File: config.mk
export PLATFORM = sky130hd
export DESIGN_NAME = cpu8_opcode_bus_cycle_decoder
export DESIGN_NICKNAME = d
export VERILOG_FILES = /design/src/pkg/cpu8_pkg.sv /design/src/logic/cpu8_alu.sv /design/src/logic/cpu8_opcode_decode.sv /design/src/logic/cpu8_opcode_bus_cycle_decoder.sv
export SDC_FILE = /design/constraint.sdc
export NUM_CORES = 1
export LEC_CHECK = 0
export ABC_AREA = 1
export BUFFER_PORTS_ARGS = -buffer_cell sky130_fd_sc_hd__buf_4
export CAP_MARGIN = 5
export CELL_PAD_IN_SITES_DETAIL_PLACEMENT = 2
export CELL_PAD_IN_SITES_GLOBAL_PLACEMENT = 2
export CORE_UTILIZATION = 30
export CTS_BUF_LIST = sky130_fd_sc_hd__clkbuf_8
export DETAILED_ROUTE_END_ITERATION = 6
export PLACE_DENSITY = 0.87
export SETUP_SLACK_MARGIN = 0.15
export SLEW_MARGIN = 30
export SYNTH_ARGS = -nofsm -noshare
export SYNTH_HDL_FRONTEND = slang
export SYNTH_SLANG_ARGS = --single-unit
File: constraint.sdc
create_clock -name CLK_I -period 4.5 [get_ports CLK_I]
set_input_delay 0.675 -clock CLK_I [delete_from_list [all_inputs] [get_ports CLK_I]]
set_output_delay 0.675 -clock CLK_I [all_outputs]
set_load 0.1 [all_outputs]
File: src/pkg/cpu8_pkg.sv
// constants, types and register map of the 8-bit cpu opcode and bus-cycle decoder
// Overview of operation
// - a free cycle takes exactly one clock
// - a free cycle is always presented as a read
// - a program fetch reads the next sequential program address
// - vector cycles read the top page, high byte before low byte
// - a push cycle writes one byte onto the stack
// - a pop cycle reads one byte from the stack
// - an operand read moves one byte from memory to the core
// - an operand write moves one byte from the core to memory
// - flag register holds overflow, half-carry, mask, negative, zero, carry
// - indexed no-offset post-increment mode (cbeq) bumps the index register after access
// - indexed mode adds an unsigned byte offset to the index register
// - indexed mode adds a 16-bit offset to the index register
// - stack mode adds a byte offset to the stack pointer
// - stack mode adds a 16-bit offset to the stack pointer
// - operand fields are zero, one or two bytes, set by addressing mode
// - relative branches carry one offset byte added to the program counter
// - negation and subtraction use two's complement
package cpu8_pkg;

  localparam logic [7:0] OFS_CTRL = 8'h00;
  localparam logic [7:0] OFS_STATUS = 8'h04;
  localparam logic [7:0] OFS_PC = 8'h08;
  localparam logic [7:0] OFS_SP = 8'h0C;
  localparam logic [7:0] OFS_HX = 8'h10;
  localparam logic [7:0] OFS_ACC = 8'h14;
  localparam logic [7:0] OFS_FLAGS = 8'h18;
  localparam logic [7:0] OFS_OPCODE = 8'h1C;

  localparam int CTRL_STEP_BIT = 0;
  localparam int CTRL_RUN_BIT = 1;
  localparam int CTRL_VEC_BIT = 2;
  localparam int ST_BUSY_BIT = 0;
  localparam int ST_ILL_BIT = 1;
  localparam int ST_LEN_LSB = 8;
  localparam int ST_CYC_LSB = 12;
  localparam int ST_MODE_LSB = 16;
  localparam int OPC_PAGE2_BIT = 8;

  localparam int FLG_C = 0;
  localparam int FLG_Z = 1;
  localparam int FLG_N = 2;
  localparam int FLG_I = 3;
  localparam int FLG_H = 4;
  localparam int FLG_V = 7;
  localparam logic [7:0] FLG_ONES = 8'h60;

  localparam logic [7:0] PAGE2_PREFIX = 8'h9E;
  localparam logic [7:0] VEC_PAGE = 8'hFF;
  localparam logic [7:0] SWI_VEC_LO = 8'hFC;
  localparam logic [7:0] RST_VEC_LO = 8'hFE;
  localparam logic [3:0] MEM_GRP_FIRST = 4'hA;

  localparam logic [15:0] PC_RST = 16'h0000;
  localparam logic [15:0] SP_RST = 16'h00FF;
  localparam logic [15:0] HX_RST = 16'h0000;
  localparam logic [7:0] ACC_RST = 8'h00;
  localparam logic [7:0] FLAGS_RST = 8'h68;

  localparam int SEQ_MAX = 8;

  typedef enum logic [2:0] {
    CYC_FREE, CYC_PROG, CYC_READ, CYC_WRITE, CYC_PUSH, CYC_POP, CYC_VEC
  } cyc_t;

  typedef enum logic [3:0] {
    MODE_INH, MODE_IMM, MODE_DIR, MODE_EXT, MODE_IX, MODE_IDX8, MODE_IDX16,
    MODE_IXP, MODE_STK8, MODE_STK16, MODE_REL
  } mode_t;

  typedef enum logic [3:0] {
    ALU_SUB, ALU_CMP, ALU_SBC, ALU_AND, ALU_BIT, ALU_LDA, ALU_EOR, ALU_ADC,
    ALU_ORA, ALU_ADD, ALU_NEG
  } alu_op_t;

  typedef enum logic [3:0] {
    INH_NONE, INH_TAP, INH_TPA, INH_TAX, INH_TXA, INH_CLC, INH_SEC, INH_CLI,
    INH_SEI, INH_SWI, INH_BR, INH_CBEQ
  } inh_t;

  typedef enum logic [2:0] {SRC_PCL, SRC_PCH, SRC_X, SRC_A, SRC_FLG} src_t;

  typedef struct packed {
    mode_t mode;
    alu_op_t op;
    inh_t inh;
    src_t push_src;
    logic alu_en;
    logic acc_wr;
    logic pop_x;
    logic illegal;
    logic [1:0] opnd_len;
    logic [2:0] length;
    logic [3:0] cycles;
    logic [3:0] seq_len;
    cyc_t [SEQ_MAX-1:0] seq;
  } dec_t;

  typedef struct packed {
    logic psel;
    logic penable;
    logic pwrite;
    logic [7:0] paddr;
    logic [31:0] pwdata;
  } apb_req_t;

  typedef struct packed {
    logic [15:0] addr;
    logic [7:0] wdata;
    logic write;
    logic active;
    cyc_t cyc;
  } bus_req_t;

endpackage

File: src/logic/cpu8_alu.sv
// 8-bit arithmetic and logic unit with flag update
`timescale 1ns/10ps
module cpu8_alu (
  input wire logic [7:0] A_I, // accumulator operand
  input wire logic [7:0] B_I, // memory, immediate or accumulator operand
  input wire logic [7:0] FLAGS_I, // current flags
  input cpu8_pkg::alu_op_t OP_I, // operation
  output logic [7:0] RES_O, // result
  output logic [7:0] FLAGS_O // updated flags
);
  import cpu8_pkg::*;
  logic [8:0] sum;
  logic [7:0] opa;
  logic [7:0] logic_r;
  logic is_add;
  logic is_sub;
  assign opa = (OP_I == ALU_NEG) ? 8'h00 : A_I;
  assign is_add = (OP_I == ALU_ADD) || (OP_I == ALU_ADC);
  assign is_sub = (OP_I == ALU_SUB) || (OP_I == ALU_CMP) || (OP_I == ALU_SBC) ||
                  (OP_I == ALU_NEG);
  always_comb begin
    sum = 9'h000;
    logic_r = 8'h00;
    unique case (OP_I)
      ALU_ADD: sum = {1'b0, A_I} + {1'b0, B_I};
      ALU_ADC: sum = {1'b0, A_I} + {1'b0, B_I} + {8'h00, FLAGS_I[FLG_C]};
      ALU_SBC: sum = {1'b0, A_I} - {1'b0, B_I} - {8'h00, FLAGS_I[FLG_C]};
      ALU_SUB, ALU_CMP, ALU_NEG: sum = {1'b0, opa} - {1'b0, B_I};
      ALU_AND, ALU_BIT: logic_r = A_I & B_I;
      ALU_EOR: logic_r = A_I ^ B_I;
      ALU_ORA: logic_r = A_I | B_I;
      default: logic_r = B_I;
    endcase
  end
  assign RES_O = (is_add || is_sub) ? sum[7:0] : logic_r;
  always_comb begin
    FLAGS_O = FLAGS_I | FLG_ONES;
    FLAGS_O[FLG_N] = RES_O[7];
    FLAGS_O[FLG_Z] = (RES_O == 8'h00);
    FLAGS_O[FLG_V] = 1'b0;
    if (is_add) begin
      FLAGS_O[FLG_V] = (A_I[7] & B_I[7] & ~RES_O[7]) | (~A_I[7] & ~B_I[7] & RES_O[7]);
      FLAGS_O[FLG_H] = (A_I[3] & B_I[3]) | (B_I[3] & ~RES_O[3]) | (~RES_O[3] & A_I[3]);
      FLAGS_O[FLG_C] = sum[8];
    end else if (is_sub) begin
      // borrow out of bit 7 is the carry flag after a subtract
      FLAGS_O[FLG_V] = (opa[7] & ~B_I[7] & ~RES_O[7]) | (~opa[7] & B_I[7] & RES_O[7]);
      FLAGS_O[FLG_C] = sum[8];
    end
  end
endmodule

File: src/logic/cpu8_opcode_decode.sv
// opcode to addressing mode, length, cycle count and bus-cycle sequence
`timescale 1ns/10ps
module cpu8_opcode_decode (
  input wire logic [7:0] OPCODE_I, // opcode byte
  input wire logic PAGE2_I, // second-page prefix seen
  output cpu8_pkg::dec_t DEC_O // decoded instruction
);
  import cpu8_pkg::*;
  logic [3:0] hi;
  logic [3:0] lo;
  assign hi = OPCODE_I[7:4];
  assign lo = OPCODE_I[3:0];
  always_comb begin
    DEC_O = '0;
    DEC_O.seq_len = 4'h1;
    if (hi >= MEM_GRP_FIRST) begin
      unique case (hi)
        4'hA: DEC_O.mode = MODE_IMM;
        4'hB: DEC_O.mode = MODE_DIR;
        4'hC: DEC_O.mode = MODE_EXT;
        4'hD: DEC_O.mode = PAGE2_I ? MODE_STK16 : MODE_IDX16;
        4'hE: DEC_O.mode = PAGE2_I ? MODE_STK8 : MODE_IDX8;
        default: DEC_O.mode = MODE_IX;
      endcase
      DEC_O.illegal = PAGE2_I && (hi != 4'hD) && (hi != 4'hE);
      DEC_O.alu_en = 1'b1;
      DEC_O.acc_wr = 1'b1;
      unique case (lo)
        4'h0: DEC_O.op = ALU_SUB;
        4'h1: begin DEC_O.op = ALU_CMP; DEC_O.acc_wr = 1'b0; end
        4'h2: DEC_O.op = ALU_SBC;
        4'h4: DEC_O.op = ALU_AND;
        4'h5: begin DEC_O.op = ALU_BIT; DEC_O.acc_wr = 1'b0; end
        4'h6: DEC_O.op = ALU_LDA;
        4'h8: DEC_O.op = ALU_EOR;
        4'h9: DEC_O.op = ALU_ADC;
        4'hA: DEC_O.op = ALU_ORA;
        4'hB: DEC_O.op = ALU_ADD;
        4'h7: begin
          DEC_O.alu_en = 1'b0;
          DEC_O.acc_wr = 1'b0;
          DEC_O.illegal = DEC_O.illegal || (hi == 4'hA);
        end
        default: begin DEC_O.illegal = 1'b1; DEC_O.alu_en = 1'b0; DEC_O.acc_wr = 1'b0; end
      endcase
      if (lo == 4'h7) DEC_O.seq[0] = CYC_WRITE;
      else if (DEC_O.mode != MODE_IMM) DEC_O.seq[0] = CYC_READ;
      unique case (DEC_O.mode)
        MODE_EXT, MODE_IDX16, MODE_STK16: DEC_O.opnd_len = 2'h2;
        MODE_IX: DEC_O.opnd_len = 2'h0;
        default: DEC_O.opnd_len = 2'h1;
      endcase
    end else if (!PAGE2_I && (hi == 4'h2)) begin
      DEC_O.mode = MODE_REL;
      DEC_O.inh = INH_BR;
      DEC_O.opnd_len = 2'h1;
      DEC_O.illegal = !(lo inside {4'h0, 4'h1, 4'h4, 4'h5, 4'h6, 4'h7, 4'hA, 4'hB});
    end else if (!PAGE2_I) begin
      unique case (OPCODE_I)
        8'h40: begin DEC_O.op = ALU_NEG; DEC_O.alu_en = 1'b1; DEC_O.acc_wr = 1'b1; end
        8'h71: begin
          DEC_O.mode = MODE_IXP;
          DEC_O.inh = INH_CBEQ;
          DEC_O.opnd_len = 2'h1;
          DEC_O.seq[0] = CYC_READ;
          DEC_O.seq_len = 4'h2;
        end
        8'h83: begin
          for (int i = 0; i < 5; i++) DEC_O.seq[i] = CYC_PUSH;
          DEC_O.seq[5] = CYC_VEC;
          DEC_O.seq[6] = CYC_VEC;
          DEC_O.seq_len = 4'h8;
          DEC_O.inh = INH_SWI;
        end
        8'h84: DEC_O.inh = INH_TAP;
        8'h85: DEC_O.inh = INH_TPA;
        8'h97: DEC_O.inh = INH_TAX;
        8'h9F: DEC_O.inh = INH_TXA;
        8'h98: DEC_O.inh = INH_CLC;
        8'h99: DEC_O.inh = INH_SEC;
        8'h9A: DEC_O.inh = INH_CLI;
        8'h9B: DEC_O.inh = INH_SEI;
        8'h9D: DEC_O.inh = INH_NONE;
        8'h87: begin DEC_O.seq[0] = CYC_PUSH; DEC_O.push_src = SRC_A; end
        8'h89: begin DEC_O.seq[0] = CYC_PUSH; DEC_O.push_src = SRC_X; end
        8'h86: DEC_O.seq[0] = CYC_POP;
        8'h88: begin DEC_O.seq[0] = CYC_POP; DEC_O.pop_x = 1'b1; end
        default: DEC_O.illegal = 1'b1;
      endcase
    end else begin
      DEC_O.illegal = 1'b1;
    end
    DEC_O.length = 3'h1 + {2'h0, PAGE2_I} + {1'b0, DEC_O.opnd_len};
    DEC_O.cycles = {1'b0, DEC_O.length} + 4'h1 + DEC_O.seq_len;
  end
endmodule

File: src/logic/cpu8_opcode_bus_cycle_decoder.sv
// instruction decoder and bus-cycle sequencer of an 8-bit accumulator core
`timescale 1ns/10ps
module cpu8_opcode_bus_cycle_decoder (
  input wire logic CLK_I, // system bus clock, 40 MHz
  input wire logic RESETN_I, // synchronous reset, active low
  input cpu8_pkg::apb_req_t APB_I, // apb request signals
  output logic [31:0] PRDATA_O, // apb read data
  output logic PREADY_O, // apb ready
  output logic PSLVERR_O, // apb error, unmapped address
  output cpu8_pkg::bus_req_t MEM_REQ_O, // memory bus cycle
  input wire logic [7:0] MEM_RDATA_I, // memory read data
  output cpu8_pkg::dec_t DEC_O // decode of current instruction
);
  import cpu8_pkg::*;

  typedef enum logic [2:0] {
    ST_IDLE = 3'b000,
    ST_OPC = 3'b001,
    ST_DEC = 3'b011,
    ST_OPND = 3'b010,
    ST_EXEC = 3'b110
  } state_t;

  state_t state_ff, nxt_state;
  logic [2:0] step_ff, nxt_step;
  logic [7:0] opc_ff, nxt_opc;
  logic page2_ff, nxt_page2;
  logic [15:0] opnd_ff, nxt_opnd;
  logic [1:0] cnt_ff, nxt_cnt;
  dec_t dec_ff, nxt_dec;
  logic [15:0] pc_ff, nxt_pc;
  logic [15:0] sp_ff, nxt_sp;
  logic [15:0] hx_ff, nxt_hx;
  logic [7:0] acc_ff, nxt_acc;
  logic [7:0] flags_ff, nxt_flags;
  logic run_ff, nxt_run;
  logic illegal_ff, nxt_illegal;
  logic vsel_ff, nxt_vsel;
  logic [7:0] veclo_ff, nxt_veclo;
  logic eq_ff, nxt_eq;
  bus_req_t req_ff, nxt_req;
  logic [31:0] prdata_ff, nxt_prdata;

  dec_t dec_w;
  dec_t vec_dec_w;
  cyc_t cur_cyc;
  cyc_t nxt_cyc;
  src_t psrc;
  logic last_step;
  logic [7:0] alu_b;
  logic [7:0] alu_res;
  logic [7:0] alu_flags;
  logic br_take;
  logic [15:0] rel_ofs;
  logic [15:0] ea_w;
  logic [15:0] ofs8_w;
  logic [7:0] push_data;

  logic apb_wr;
  logic apb_setup_rd;
  logic hit_ctrl, hit_status, hit_pc, hit_sp, hit_hx, hit_acc, hit_flags, hit_opc;
  logic mapped;
  logic idle_w;
  logic start_w;
  logic vec_start_w;
  logic [31:0] rd_mux;

  cpu8_opcode_decode u_decode (
    .OPCODE_I(opc_ff),
    .PAGE2_I(page2_ff),
    .DEC_O(dec_w)
  );

  cpu8_alu u_alu (
    .A_I(acc_ff),
    .B_I(alu_b),
    .FLAGS_I(flags_ff),
    .OP_I(dec_ff.op),
    .RES_O(alu_res),
    .FLAGS_O(alu_flags)
  );

  // register bus decode; every access completes in its first access cycle
  assign apb_wr = APB_I.psel & APB_I.penable & APB_I.pwrite;
  assign apb_setup_rd = APB_I.psel & ~APB_I.penable & ~APB_I.pwrite;
  assign hit_ctrl = (APB_I.paddr == OFS_CTRL);
  assign hit_status = (APB_I.paddr == OFS_STATUS);
  assign hit_pc = (APB_I.paddr == OFS_PC);
  assign hit_sp = (APB_I.paddr == OFS_SP);
  assign hit_hx = (APB_I.paddr == OFS_HX);
  assign hit_acc = (APB_I.paddr == OFS_ACC);
  assign hit_flags = (APB_I.paddr == OFS_FLAGS);
  assign hit_opc = (APB_I.paddr == OFS_OPCODE);
  assign mapped = hit_ctrl | hit_status | hit_pc | hit_sp | hit_hx | hit_acc | hit_flags |
                  hit_opc;
  assign PREADY_O = 1'b1;
  assign PSLVERR_O = APB_I.psel & APB_I.penable & ~mapped;
  assign PRDATA_O = prdata_ff;

  assign idle_w = (state_ff == ST_IDLE);
  assign start_w = apb_wr & hit_ctrl & APB_I.pwdata[CTRL_STEP_BIT];
  assign vec_start_w = apb_wr & hit_ctrl & APB_I.pwdata[CTRL_VEC_BIT];

  assign rd_mux = hit_ctrl ? {30'h00000000, run_ff, 1'b0} :
                  hit_status ? {12'h000, dec_ff.mode, dec_ff.cycles, 1'b0, dec_ff.length,
                                6'h00, illegal_ff, ~idle_w} :
                  hit_pc ? {16'h0000, pc_ff} :
                  hit_sp ? {16'h0000, sp_ff} :
                  hit_hx ? {16'h0000, hx_ff} :
                  hit_acc ? {24'h000000, acc_ff} :
                  hit_flags ? {24'h000000, flags_ff} :
                  hit_opc ? {23'h000000, page2_ff, opc_ff} : 32'h00000000;
  assign nxt_prdata = apb_setup_rd ? rd_mux : prdata_ff;

  // reset-vector fetch uses the same engine with a fixed two-cycle sequence
  always_comb begin
    vec_dec_w = '0;
    vec_dec_w.seq[0] = CYC_VEC;
    vec_dec_w.seq[1] = CYC_VEC;
    vec_dec_w.seq_len = 4'h2;
    vec_dec_w.cycles = 4'h2;
  end

  assign cur_cyc = dec_ff.seq[step_ff];
  assign last_step = ({1'b0, step_ff} == (dec_ff.seq_len - 4'h1));
  assign alu_b = (cur_cyc == CYC_READ) ? MEM_RDATA_I :
                 (dec_ff.mode == MODE_IMM) ? opnd_ff[7:0] : acc_ff;
  assign rel_ofs = {{8{opnd_ff[7]}}, opnd_ff[7:0]};

  always_comb begin
    unique case (opc_ff[3:0])
      4'h0: br_take = 1'b1;
      4'h4: br_take = ~flags_ff[FLG_C];
      4'h5: br_take = flags_ff[FLG_C];
      4'h6: br_take = ~flags_ff[FLG_Z];
      4'h7: br_take = flags_ff[FLG_Z];
      4'hA: br_take = ~flags_ff[FLG_N];
      4'hB: br_take = flags_ff[FLG_N];
      default: br_take = 1'b0;
    endcase
  end

  always_comb begin
    nxt_state = state_ff;
    nxt_step = step_ff;
    nxt_opc = opc_ff;
    nxt_page2 = page2_ff;
    nxt_opnd = opnd_ff;
    nxt_cnt = cnt_ff;
    nxt_dec = dec_ff;
    nxt_pc = pc_ff;
    nxt_sp = sp_ff;
    nxt_hx = hx_ff;
    nxt_acc = acc_ff;
    nxt_flags = flags_ff;
    nxt_run = run_ff;
    nxt_illegal = illegal_ff;
    nxt_vsel = vsel_ff;
    nxt_veclo = veclo_ff;
    nxt_eq = eq_ff;
    if (apb_wr && hit_ctrl) nxt_run = APB_I.pwdata[CTRL_RUN_BIT];
    if (apb_wr && hit_status && APB_I.pwdata[ST_ILL_BIT]) nxt_illegal = 1'b0;
    // core state is only written by software while the engine is idle
    if (apb_wr && idle_w) begin
      if (hit_pc) nxt_pc = APB_I.pwdata[15:0];
      if (hit_sp) nxt_sp = APB_I.pwdata[15:0];
      if (hit_hx) nxt_hx = APB_I.pwdata[15:0];
      if (hit_acc) nxt_acc = APB_I.pwdata[7:0];
      if (hit_flags) nxt_flags = APB_I.pwdata[7:0] | FLG_ONES;
    end
    unique case (state_ff)
      ST_IDLE: begin
        nxt_page2 = 1'b0;
        if (vec_start_w) begin
          nxt_dec = vec_dec_w;
          nxt_veclo = RST_VEC_LO;
          nxt_vsel = 1'b0;
          nxt_step = 3'h0;
          nxt_state = ST_EXEC;
        end else if (start_w || run_ff) begin
          nxt_state = ST_OPC;
        end
      end
      ST_OPC: begin
        nxt_opc = MEM_RDATA_I;
        nxt_pc = pc_ff + 16'h0001;
        nxt_state = ST_DEC;
      end
      ST_DEC: begin
        if ((opc_ff == PAGE2_PREFIX) && !page2_ff) begin
          nxt_page2 = 1'b1;
          nxt_state = ST_OPC;
        end else begin
          nxt_dec = dec_w;
          nxt_illegal = nxt_illegal | dec_w.illegal;
          nxt_step = 3'h0;
          nxt_vsel = 1'b0;
          nxt_veclo = SWI_VEC_LO;
          nxt_cnt = dec_w.opnd_len;
          nxt_state = (dec_w.opnd_len != 2'h0) ? ST_OPND : ST_EXEC;
        end
      end
      ST_OPND: begin
        // operand bytes arrive high byte first
        nxt_opnd = {opnd_ff[7:0], MEM_RDATA_I};
        nxt_pc = pc_ff + 16'h0001;
        nxt_cnt = cnt_ff - 2'h1;
        if (cnt_ff == 2'h1) nxt_state = ST_EXEC;
      end
      ST_EXEC: begin
        unique case (cur_cyc)
          CYC_PUSH: nxt_sp = sp_ff - 16'h0001;
          CYC_POP: begin
            nxt_sp = sp_ff + 16'h0001;
            if (dec_ff.pop_x) nxt_hx[7:0] = MEM_RDATA_I;
            else nxt_acc = MEM_RDATA_I;
          end
          CYC_VEC: begin
            if (!vsel_ff) nxt_pc[15:8] = MEM_RDATA_I;
            else nxt_pc[7:0] = MEM_RDATA_I;
            nxt_vsel = ~vsel_ff;
          end
          CYC_READ: begin
            nxt_eq = (acc_ff == MEM_RDATA_I);
            if (dec_ff.mode == MODE_IXP) nxt_hx = hx_ff + 16'h0001;
          end
          default: nxt_eq = eq_ff;
        endcase
        if (last_step) begin
          if (dec_ff.alu_en) nxt_flags = alu_flags;
          if (dec_ff.acc_wr) nxt_acc = alu_res;
          unique case (dec_ff.inh)
            INH_TAP: nxt_flags = acc_ff | FLG_ONES;
            INH_TPA: nxt_acc = flags_ff;
            INH_TAX: nxt_hx[7:0] = acc_ff;
            INH_TXA: nxt_acc = hx_ff[7:0];
            INH_CLC: nxt_flags[FLG_C] = 1'b0;
            INH_SEC: nxt_flags[FLG_C] = 1'b1;
            INH_CLI: nxt_flags[FLG_I] = 1'b0;
            INH_SEI, INH_SWI: nxt_flags[FLG_I] = 1'b1;
            INH_BR: if (br_take) nxt_pc = pc_ff + rel_ofs;
            INH_CBEQ: if (eq_ff) nxt_pc = pc_ff + rel_ofs;
            default: nxt_page2 = 1'b0;
          endcase
          nxt_page2 = 1'b0;
          nxt_state = nxt_run ? ST_OPC : ST_IDLE;
        end else begin
          nxt_step = step_ff + 3'h1;
        end
      end
      default: nxt_state = ST_IDLE;
    endcase
  end

  // effective address of the cycle about to start
  assign ofs8_w = {8'h00, nxt_opnd[7:0]};
  always_comb begin
    unique case (nxt_dec.mode)
      MODE_DIR: ea_w = ofs8_w;
      MODE_EXT: ea_w = nxt_opnd;
      MODE_IX, MODE_IXP: ea_w = hx_ff;
      MODE_IDX8: ea_w = hx_ff + ofs8_w;
      MODE_IDX16: ea_w = hx_ff + nxt_opnd;
      MODE_STK8: ea_w = sp_ff + ofs8_w;
      MODE_STK16: ea_w = sp_ff + nxt_opnd;
      default: ea_w = nxt_pc;
    endcase
  end

  assign nxt_cyc = nxt_dec.seq[nxt_step];
  assign psrc = src_t'(3'(nxt_dec.push_src) + nxt_step);
  always_comb begin
    unique case (psrc)
      SRC_PCL: push_data = pc_ff[7:0];
      SRC_PCH: push_data = pc_ff[15:8];
      SRC_X: push_data = hx_ff[7:0];
      SRC_A: push_data = acc_ff;
      default: push_data = flags_ff;
    endcase
  end

  // the bus cycle is registered; each one lasts exactly one clock
  always_comb begin
    nxt_req = '0;
    nxt_req.addr = nxt_pc;
    unique case (nxt_state)
      ST_OPC, ST_OPND: begin
        nxt_req.active = 1'b1;
        nxt_req.cyc = CYC_PROG;
      end
      ST_DEC: nxt_req.active = 1'b1;
      ST_EXEC: begin
        nxt_req.active = 1'b1;
        nxt_req.cyc = nxt_cyc;
        unique case (nxt_cyc)
          CYC_READ: nxt_req.addr = ea_w;
          CYC_WRITE: begin
            nxt_req.addr = ea_w;
            nxt_req.wdata = acc_ff;
            nxt_req.write = 1'b1;
          end
          CYC_PUSH: begin
            nxt_req.addr = nxt_sp;
            nxt_req.wdata = push_data;
            nxt_req.write = 1'b1;
          end
          CYC_POP: nxt_req.addr = nxt_sp + 16'h0001;
          CYC_VEC: nxt_req.addr = {VEC_PAGE, nxt_veclo + {7'h00, nxt_vsel}};
          default: nxt_req.write = 1'b0;
        endcase
      end
      default: nxt_req.active = 1'b0;
    endcase
  end

  always_ff @(posedge CLK_I) begin
    if (!RESETN_I) begin
      state_ff <= ST_IDLE;
      step_ff <= 3'h0;
      opc_ff <= 8'h00;
      page2_ff <= 1'b0;
      opnd_ff <= 16'h0000;
      cnt_ff <= 2'h0;
      dec_ff <= '0;
      run_ff <= 1'b0;
      illegal_ff <= 1'b0;
      vsel_ff <= 1'b0;
      veclo_ff <= SWI_VEC_LO;
      eq_ff <= 1'b0;
    end else begin
      state_ff <= nxt_state;
      step_ff <= nxt_step;
      opc_ff <= nxt_opc;
      page2_ff <= nxt_page2;
      opnd_ff <= nxt_opnd;
      cnt_ff <= nxt_cnt;
      dec_ff <= nxt_dec;
      run_ff <= nxt_run;
      illegal_ff <= nxt_illegal;
      vsel_ff <= nxt_vsel;
      veclo_ff <= nxt_veclo;
      eq_ff <= nxt_eq;
    end
  end

  always_ff @(posedge CLK_I) begin
    if (!RESETN_I) begin
      pc_ff <= PC_RST;
      sp_ff <= SP_RST;
      hx_ff <= HX_RST;
      acc_ff <= ACC_RST;
      flags_ff <= FLAGS_RST;
      req_ff <= '0;
      prdata_ff <= 32'h00000000;
    end else begin
      pc_ff <= nxt_pc;
      sp_ff <= nxt_sp;
      hx_ff <= nxt_hx;
      acc_ff <= nxt_acc;
      flags_ff <= nxt_flags;
      req_ff <= nxt_req;
      prdata_ff <= nxt_prdata;
    end
  end

  assign MEM_REQ_O = req_ff;
  assign DEC_O = dec_ff;
endmodule

==> qor.txt, run 1 <==
Outcome: did not finish
Failed at: global routing (5_1_grt)
Error msg: [ERROR GRT-0232] Routing congestion too high. Check the congestion heatmap in the GUI.
Synth Area per Inst: 6.041 sq um
Post-synthesis compound-gate area fraction: 0.2107
Xor/xnor cell area share of the yosys netlist: 0.02372
Mapped Area: 19940 sq um
Root Driver: clkbuf_8
Htree depth: 2
Die X: 259.8 um
Top cells by count, synth: nand2_1, inv_1, nor2_1, o21ai_0, a21oi_1
Post-synthesis simple-gate area fraction: 0.3626
Maximum buffer depth of the clock tree: 3
Pin count of the biggest net entering global routing: 61
PortBufs: 141
Grt ovf: 10
Sequential fraction of the synthesis area: 0.2139
Cells after synthesis: 3300
Detailed Place HPWL: 92.47 mm
Synthesis-stage register bit count: 213
Total GRT Usage: 0.6806
Area leader, netlist: dfxtp_1
GPL Wtd Cong: 1.002
CTS Hold Bufs: 0
Row count: 94
# IOs: 172
Largest family of logic cells by synthesized area: simple AND/OR/NAND/NOR gates
Inserted Clock Buffers: 46
Distinct cell type count after synthesis: 67
Ys async rst share: 0
Pre-CTS WS: -0.5061 ns
Number of synthesized flops with an enable pin: 0
Most numerous cell in the Yosys netlist: nand2_1
GRT worst endpoint: MEM_REQ_O[28]$_SDFF_PN0_/D
Prevailing post-synth register cell: dfxtp_1
Multiplexer area fraction after synthesis: 0
Adder and majority gate portion of the synthesized area: 0.07757
Die Y: 259.8 um
Initial Util: 0.3032
YS warnings: 0
Top area cells in the synthesized netlist: dfxtp_1, nand2_1, inv_1
Sink Count: 213
Initial antenna violation count: 58
Synth top area share: 0.2139
Worst EP kind: register data pin
-- routing by layer --
layer | GRT overflow | GRT usage
met5 | 0 | 0.3526
met1 | 1 | 0.6579
met4 | 7 | 0.6752
met3 | 0 | 0.5187
met2 | 2 | 0.8679
-- through the flow --
step	std cells	util	hold slack (ns)	setup TNS [ns]	cell area, sq um
CTS	4495	0.3738	0.4171	0	24570
floorplan	3312	-	0.3988	0	20000
detailed placement	4384	0.3486	0.4453	-6.129	22920
global placement	4384	0.3486	0.4066	-0.8574	22920
-- cell families after synthesis --
logic type	count (synthesis)
AO/OA/AOI/OAI	751
adder cells (fa/ha/maj)	117
flip-flops	213
XOR/XNOR	54
AND/OR/NAND/NOR	1630
other	2
buffers and inverters	533
-- repair_timing --
item / in CTS
endpoints found under the setup margin: 32
gates resized for setup: 141
buffers inserted: 30
gates cloned: 1
pin swaps: 38
==> run 2: changes to the inputs <==
--- a/config.mk
+++ b/config.mk
@@ -8,13 +8,9 @@
 export ABC_AREA = 1
 export BUFFER_PORTS_ARGS = -buffer_cell sky130_fd_sc_hd__buf_4
 export CAP_MARGIN = 5
-export CELL_PAD_IN_SITES_DETAIL_PLACEMENT = 2
-export CELL_PAD_IN_SITES_GLOBAL_PLACEMENT = 2
-export CORE_UTILIZATION = 30
-export CTS_BUF_LIST = sky130_fd_sc_hd__clkbuf_8
+export CORE_UTILIZATION = 35
 export DETAILED_ROUTE_END_ITERATION = 6
-export PLACE_DENSITY = 0.87
-export SETUP_SLACK_MARGIN = 0.15
+export PLACE_DENSITY_LB_ADDON = 0.15
 export SLEW_MARGIN = 30
 export SYNTH_ARGS = -nofsm -noshare
 export SYNTH_HDL_FRONTEND = slang
==> constraint.sdc (replaced) <==
create_clock -name CLK_I -period 5.85 [get_ports CLK_I]
set_input_delay 0.8775 -clock CLK_I [delete_from_list [all_inputs] [get_ports CLK_I]]
set_output_delay 0.8775 -clock CLK_I [all_outputs]
set_load 0.1 [all_outputs]
==> run 2 against run 1 <==
Synthesized area stayed put. Synthesized cell count stayed put. The run now ends clean.
==> qor.txt, run 2 <==
Area leader, netlist: dfxtp_1
Htree depth: 1
Post-CTS setup repair buffer count: 0
Largest register FFs: 55
Row count: 87
Total GRT Usage: 0.2992
Die Y: 240.7 um
CTS tree: done
CTS resizes: 0
Sequential share of power: 0.400
Critical Path End Type: register
Critical Path Slowest Stage Cell: dfxtp_1
Max-slew headroom: 0.3488
Sink of the worst hold path: veclo_ff[2]$_SDFF_PN1_
Core Util, Final: 0.4013
GPL Wtd Cong: 0.9902
Mapped Area: 19940 sq um
Initial Util: 0.3535
FF-to-FF setup slack: 0.44 ns
Reg-to-Reg Start: step_ff[1]$_SDFF_PN0_
Pin count of the biggest net entering global routing: 66
Worst skew pair latency: 0.61 ns
F_max: 184.7 MHz
Root Driver: clkbuf_16
Finish-stage setup viols: 0
Setup_tns: 0 ns
Worst Hold Depth: 2
Max-Cap Viols: 0
Total area of sequential cells: 4264 sq um
Top area cells in the synthesized netlist: dfxtp_1, nand2_1, inv_1
Layout filler cell count: 6372
Arrival @ worst endpoint: 5.86 ns
Initial antenna violation count: 2
Synthesis-stage register bit count: 213
Via count: 22670
Most numerous cell in the Yosys netlist: nand2_1
Maximum buffer depth of the clock tree: 3
# DRC: 0
Crit-path max FO: 13
Setup Crit Path Kind: reg -> reg
P_leak: 0.01057 uW
Worst IR Drop VDD: 0.1931 mV
Max-slew violation count: 0
Non-filler cells, final: 4170
Tcrit/Tclk final: 0.9256
Combinational Power Share: 0.046
R2R depth: 27
Vias per cell: 5.435
CTS Hold Bufs: 0
Net Sw Power: 917.2 uW
Hold/Removal Path Class: reg -> reg
Share of cells above drive strength 1: 0.1131
Outcome: complete, no violations
YS warnings: 0
Commonest non-fill, non-tap cell in the layout: nand2_1
RR Endpoint: acc_ff[7]$_SDFF_PN0_
Ys async rst share: 0
Grt ovf: 0
Sink Count: 213
# IOs: 172
Area growth from synthesis to layout: 13.51%
Top cells by count, synth: nand2_1, inv_1, nor2_1, o21ai_0, a21oi_1
Multi-input combinational cell area: 13520 sq um
Die area: 57920 sq um
Die X: 240.7 um
Prevailing post-synth register cell: dfxtp_1
Switching part of the total: 0.2526
Nets: 3562
Wire per inst: 21.18 um
Worst hold start: veclo_ff[2]$_SDFF_PN1_
Sequential fraction of the synthesis area: 0.2139
Worst Tran Pin Value: 0.9716 ns
DP Cell Count: 4117
Top cell by count, worst path: nand2_1
Commonest cells after routing, fill and taps aside: nand2_1, inv_1, nor2_1
Detailed Place HPWL: 69.21 mm
Synth Area per Inst: 6.041 sq um
Drt total wl: 88.31 mm
Post-Route Skew: 0.02082 ns
Slowest stage delay, CP: 0.59 ns
Synth top area share: 0.2139
Reg clk slew, reported paths: 0.06 ns
PortBufs: 141
Detailed Routing Iterations Pass 1: 6
Cells after synthesis: 3300
Crit start category: register
Number of synthesized flops with an enable pin: 0
Minimum clock period: 5.415 ns
Int Pwr: 2714 uW
First-pass GRT wire length: 131.1 mm
RSZ-0062 raised after global routing: false
Number of DRC markers in iteration 0: 2449
PD cells: 160.5 nW/um^2
Antenna fix cells: 0
Clock network power share: 0.553
Distinct cell type count after synthesis: 67
Antenna-violating nets left: 0
Final hold violation count: 0
Inserted Clock Buffers: 29
Core Footprint: 56390 sq um
Required @ worst endpoint: 6.29 ns
Vias in the first global route: 20950
==> run 2: cell counts after synthesis <==
Identical to the previous run, type by type.
==> run 2: area by class of cell <==
class / count / share of cell area
inverter: 408 / 0.06801
clock buffer: 42 / 0.03776
sequential: 213 / 0.1884
timing repair buffer: 174 / 0.05772
clock inverter: 11 / 0.008957
tap: 756 / 0.04180
multi-input combinational: 2566 / 0.5973
==> run 2: through the flow <==
step	hold slack (ns)	power (uW)	area, sq um	setup WS, ns
finish	0.4342	3631	22630	0.4351
detailed placement	0.4211	1649	21570	0.4139
CTS	0.4342	3652	22620	0.4973
floorplan	0.3988	1585	19980	1.223
global placement	0.4057	1650	21570	0.4351
global route	0.4554	3721	22630	0.06685
==> run 2: logic make-up (layout without fill, tap and decap cells) <==
family          count (synthesis)  after routing  share of synthesized area
flops                         213            213                     0.2139
buf+inv                       533            635                     0.1111
fa+ha+maj                     117            117                    0.07757
simple gates                 1630           1630                     0.3626
xor+xnor                       54             54                    0.02372
other cells                     2             14                  0.0003767
compound gates                751            751                     0.2107
==> run 2: worst max path at each step <==
stage | startpoint | to | slack [ns]
after CTS | step_ff[1]$_SDFF_PN0_ | acc_ff[7]$_SDFF_PN0_ | 0.50
after global routing | step_ff[1]$_SDFF_PN0_ | acc_ff[7]$_SDFF_PN0_ | 0.07
after detailed placement | APB_I[42] | MEM_REQ_O[23]$_SDFF_PN0_ | 0.41
final | step_ff[1]$_SDFF_PN0_ | acc_ff[7]$_SDFF_PN0_ | 0.44
after global placement | APB_I[39] | MEM_REQ_O[23]$_SDFF_PN0_ | 0.44
after floorplan | APB_I[39] | MEM_REQ_O[23]$_SDFF_PN0_ | 1.22
==> run 2: power groups by stage <==
stage	registers (uW)	clock network, uW	logic, uW
final	1450	2010	168
after global routing	1450	2100	173
after CTS	1450	2030	164
after detailed placement	1490	0	164
after global placement	1490	0	164
after floorplan	1490	0	97.2
==> run 2: worst max-delay path, delay by kind of cell, from the launching register on <==
kind / cells / cell delay, ns
AO/OA/AOI/OAI: 9 / 1.49
adder cells (fa/ha/maj): 2 / 0.75
buffers and inverters: 5 / 0.76
flip-flops: 1 / 0.59
AND/OR/NAND/NOR: 11 / 1.66
==> run 2: routing by layer <==
layer,vias to the layer above,track usage,wire (um)
li1,11070,-,-
met1,10490,0.4134,39600
met2,947,0.4713,38540
met3,160,0.03511,6730
met4,0,0.1187,3433
met5,-,0,0
No activity file was read; power rests on OpenSTA's default activity.
==> run 3: changes to the inputs <==
==> constraint.sdc (replaced) <==
create_clock -name CLK_I -period 5.19 [get_ports CLK_I]
set_input_delay 0.7785 -clock CLK_I [delete_from_list [all_inputs] [get_ports CLK_I]]
set_output_delay 0.7785 -clock CLK_I [all_outputs]
set_load 0.1 [all_outputs]
==> run 3 against run 2 <==
Non-clock buffer count grew 44. Core utilization up 0.61 points. First-iteration DRC count is 3.5% higher. Critical path depth is 1 higher. Final area is 1.5% higher.
==> qor.txt, run 3 (synthesis gave the netlist of run 2 again) <==
Htree depth: 1
Die Y: 240.7 um
Slowest stage delay, CP: 0.55 ns
Setup ws final: 0.5779 ns
Post-Route Skew: 0.01716 ns
Largest register FFs: 55
Wire per inst: 21.04 um
Total GRT Usage: 0.3022
# DRC: 0
Vias in the first global route: 21140
Pre-CTS WS: 0.3084 ns
Critical Path Slowest Stage Cell: fa_1
Setup_tns: 0 ns
Die area: 57920 sq um
Crit start category: register
R2R depth: 28
GPL Wtd Cong: 1.006
Pin count of the biggest net entering global routing: 71
Post-CTS setup repair buffer count: 0
Core Footprint: 56390 sq um
Inserted Clock Buffers: 29
Core Util, Final: 0.4074
Number of DRC markers in iteration 0: 2534
Required @ worst endpoint: 5.72 ns
# IOs: 172
Max-Cap Viols: 0
WP depth: 28
CP delay by family, top: simple AND/OR/NAND/NOR gates
Worst Tran Pin Value: 0.8836 ns
Die X: 240.7 um
WL met2: 39.29 mm
Max-slew headroom: 0.4047
Grt ovf: 0
CTS Hold Bufs: 0
Hold/Removal Path Class: reg -> reg
Sum of buffers and inverters on the critical path: 6
Critical Path End Type: register
DR top layer: met5
Detailed Place HPWL: 70.31 mm
CTS tree: done
Outcome: complete, no violations
CTS resizes: 0
Setup Crit Path Kind: reg -> reg
Vias per cell: 5.393
Final hold violation count: 0
Crit-path max FO: 25
DR WL met3: 6.923 mm
Arrival @ worst endpoint: 5.14 ns
Antenna-violating nets left: 0
First-pass GRT wire length: 132.3 mm
PD cells: 177.4 nW/um^2
Commonest cells after routing, fill and taps aside: nand2_1, inv_1, nor2_1
Row count: 87
RSZ-0062 raised after global routing: false
Commonest non-fill, non-tap cell in the layout: nand2_1
Top cell by count, worst path: nand2_1
Root Driver: clkbuf_16
Minimum clock period: 4.612 ns
Initial antenna violation count: 3
Metal-1 WL: 39.51 mm
Drt total wl: 88.69 mm
Tcrit/Tclk final: 0.8886
Worst IR Drop VDD: 0.2429 mV
Sink Count: 213
Max-slew violation count: 0
Reg clk slew, reported paths: 0.07 ns
F_max: 216.8 MHz
Worst Hold Depth: 2
Via count: 22740
Area growth from synthesis to layout: 15.24%
PortBufs: 141
Share of cells above drive strength 1: 0.1258
FF-to-FF setup slack: 0.58 ns
Nets: 3606
P_leak: 0.01080 uW
Detailed Routing Iterations Pass 1: 6
Maximum buffer depth of the clock tree: 3
Worst skew pair latency: 0.59 ns
Initial Util: 0.3535
Finish-stage setup viols: 0
run 3: changes by cell type in the layout (fill, tap and decap cells not counted), sizes merged:
cell and delta:
inv +1, clkinv +5, buf +44, clkbuf -5, diode +1
run 3: through the flow:
stage | hold WS (ns) | cells | instance area (sq um) | total power [uW]
2_1_floorplan | 0.3988 | 3312 | 19980 | 1787
3_3_place_gp | 0.4067 | 4161 | 21900 | 1860
3_5_place_dp | 0.4176 | 4161 | 21900 | 1859
4_1_cts | 0.4313 | 4215 | 22960 | 4104
5_1_grt | 0.4563 | 4215 | 22970 | 4179
6_report | 0.4292 | 4216 | 22970 | 4076
run 3: worst paths after layout:
kind                           from                endpoint
max           step_ff[0]$_SDFF_PN0_  flags_ff[1]$_SDFF_PN0_
min          veclo_ff[2]$_SDFF_PN1_  veclo_ff[2]$_SDFF_PN1_
max reg2reg   step_ff[0]$_SDFF_PN0_  flags_ff[1]$_SDFF_PN0_
min reg2reg  veclo_ff[2]$_SDFF_PN1_  veclo_ff[2]$_SDFF_PN1_
run 3: worst min-delay path: cells and delay by family (launching register included):
kind / cells / cell delay, ns
flip-flops: 1 / 0.30
AND/OR/NAND/NOR: 2 / 0.10
run 3: layout make-up:
type | count | area, sq um
clock buffer | 37 | 815.8
multi-input combinational | 2566 | 13520
fill | 6337 | 33410
timing repair buffer | 218 | 1640
inverter | 408 | 1539
sequential | 213 | 4264
tap | 756 | 945.9
clock inverter | 17 | 244.0
antenna | 1 | 2.502
run 3: power by group:
part	internal, uW	switching [uW]
Clock	1370	883
Combinational	34.2	155
Sequential	1640	1.88
Total	3040	1040
run 3: layer usage:
layer	global-route usage	vias to the layer above
li1	-	11150
met1	0.4163	10490
met2	0.4856	942
met3	0.04289	158
met4	0.08975	4
met5	0	-
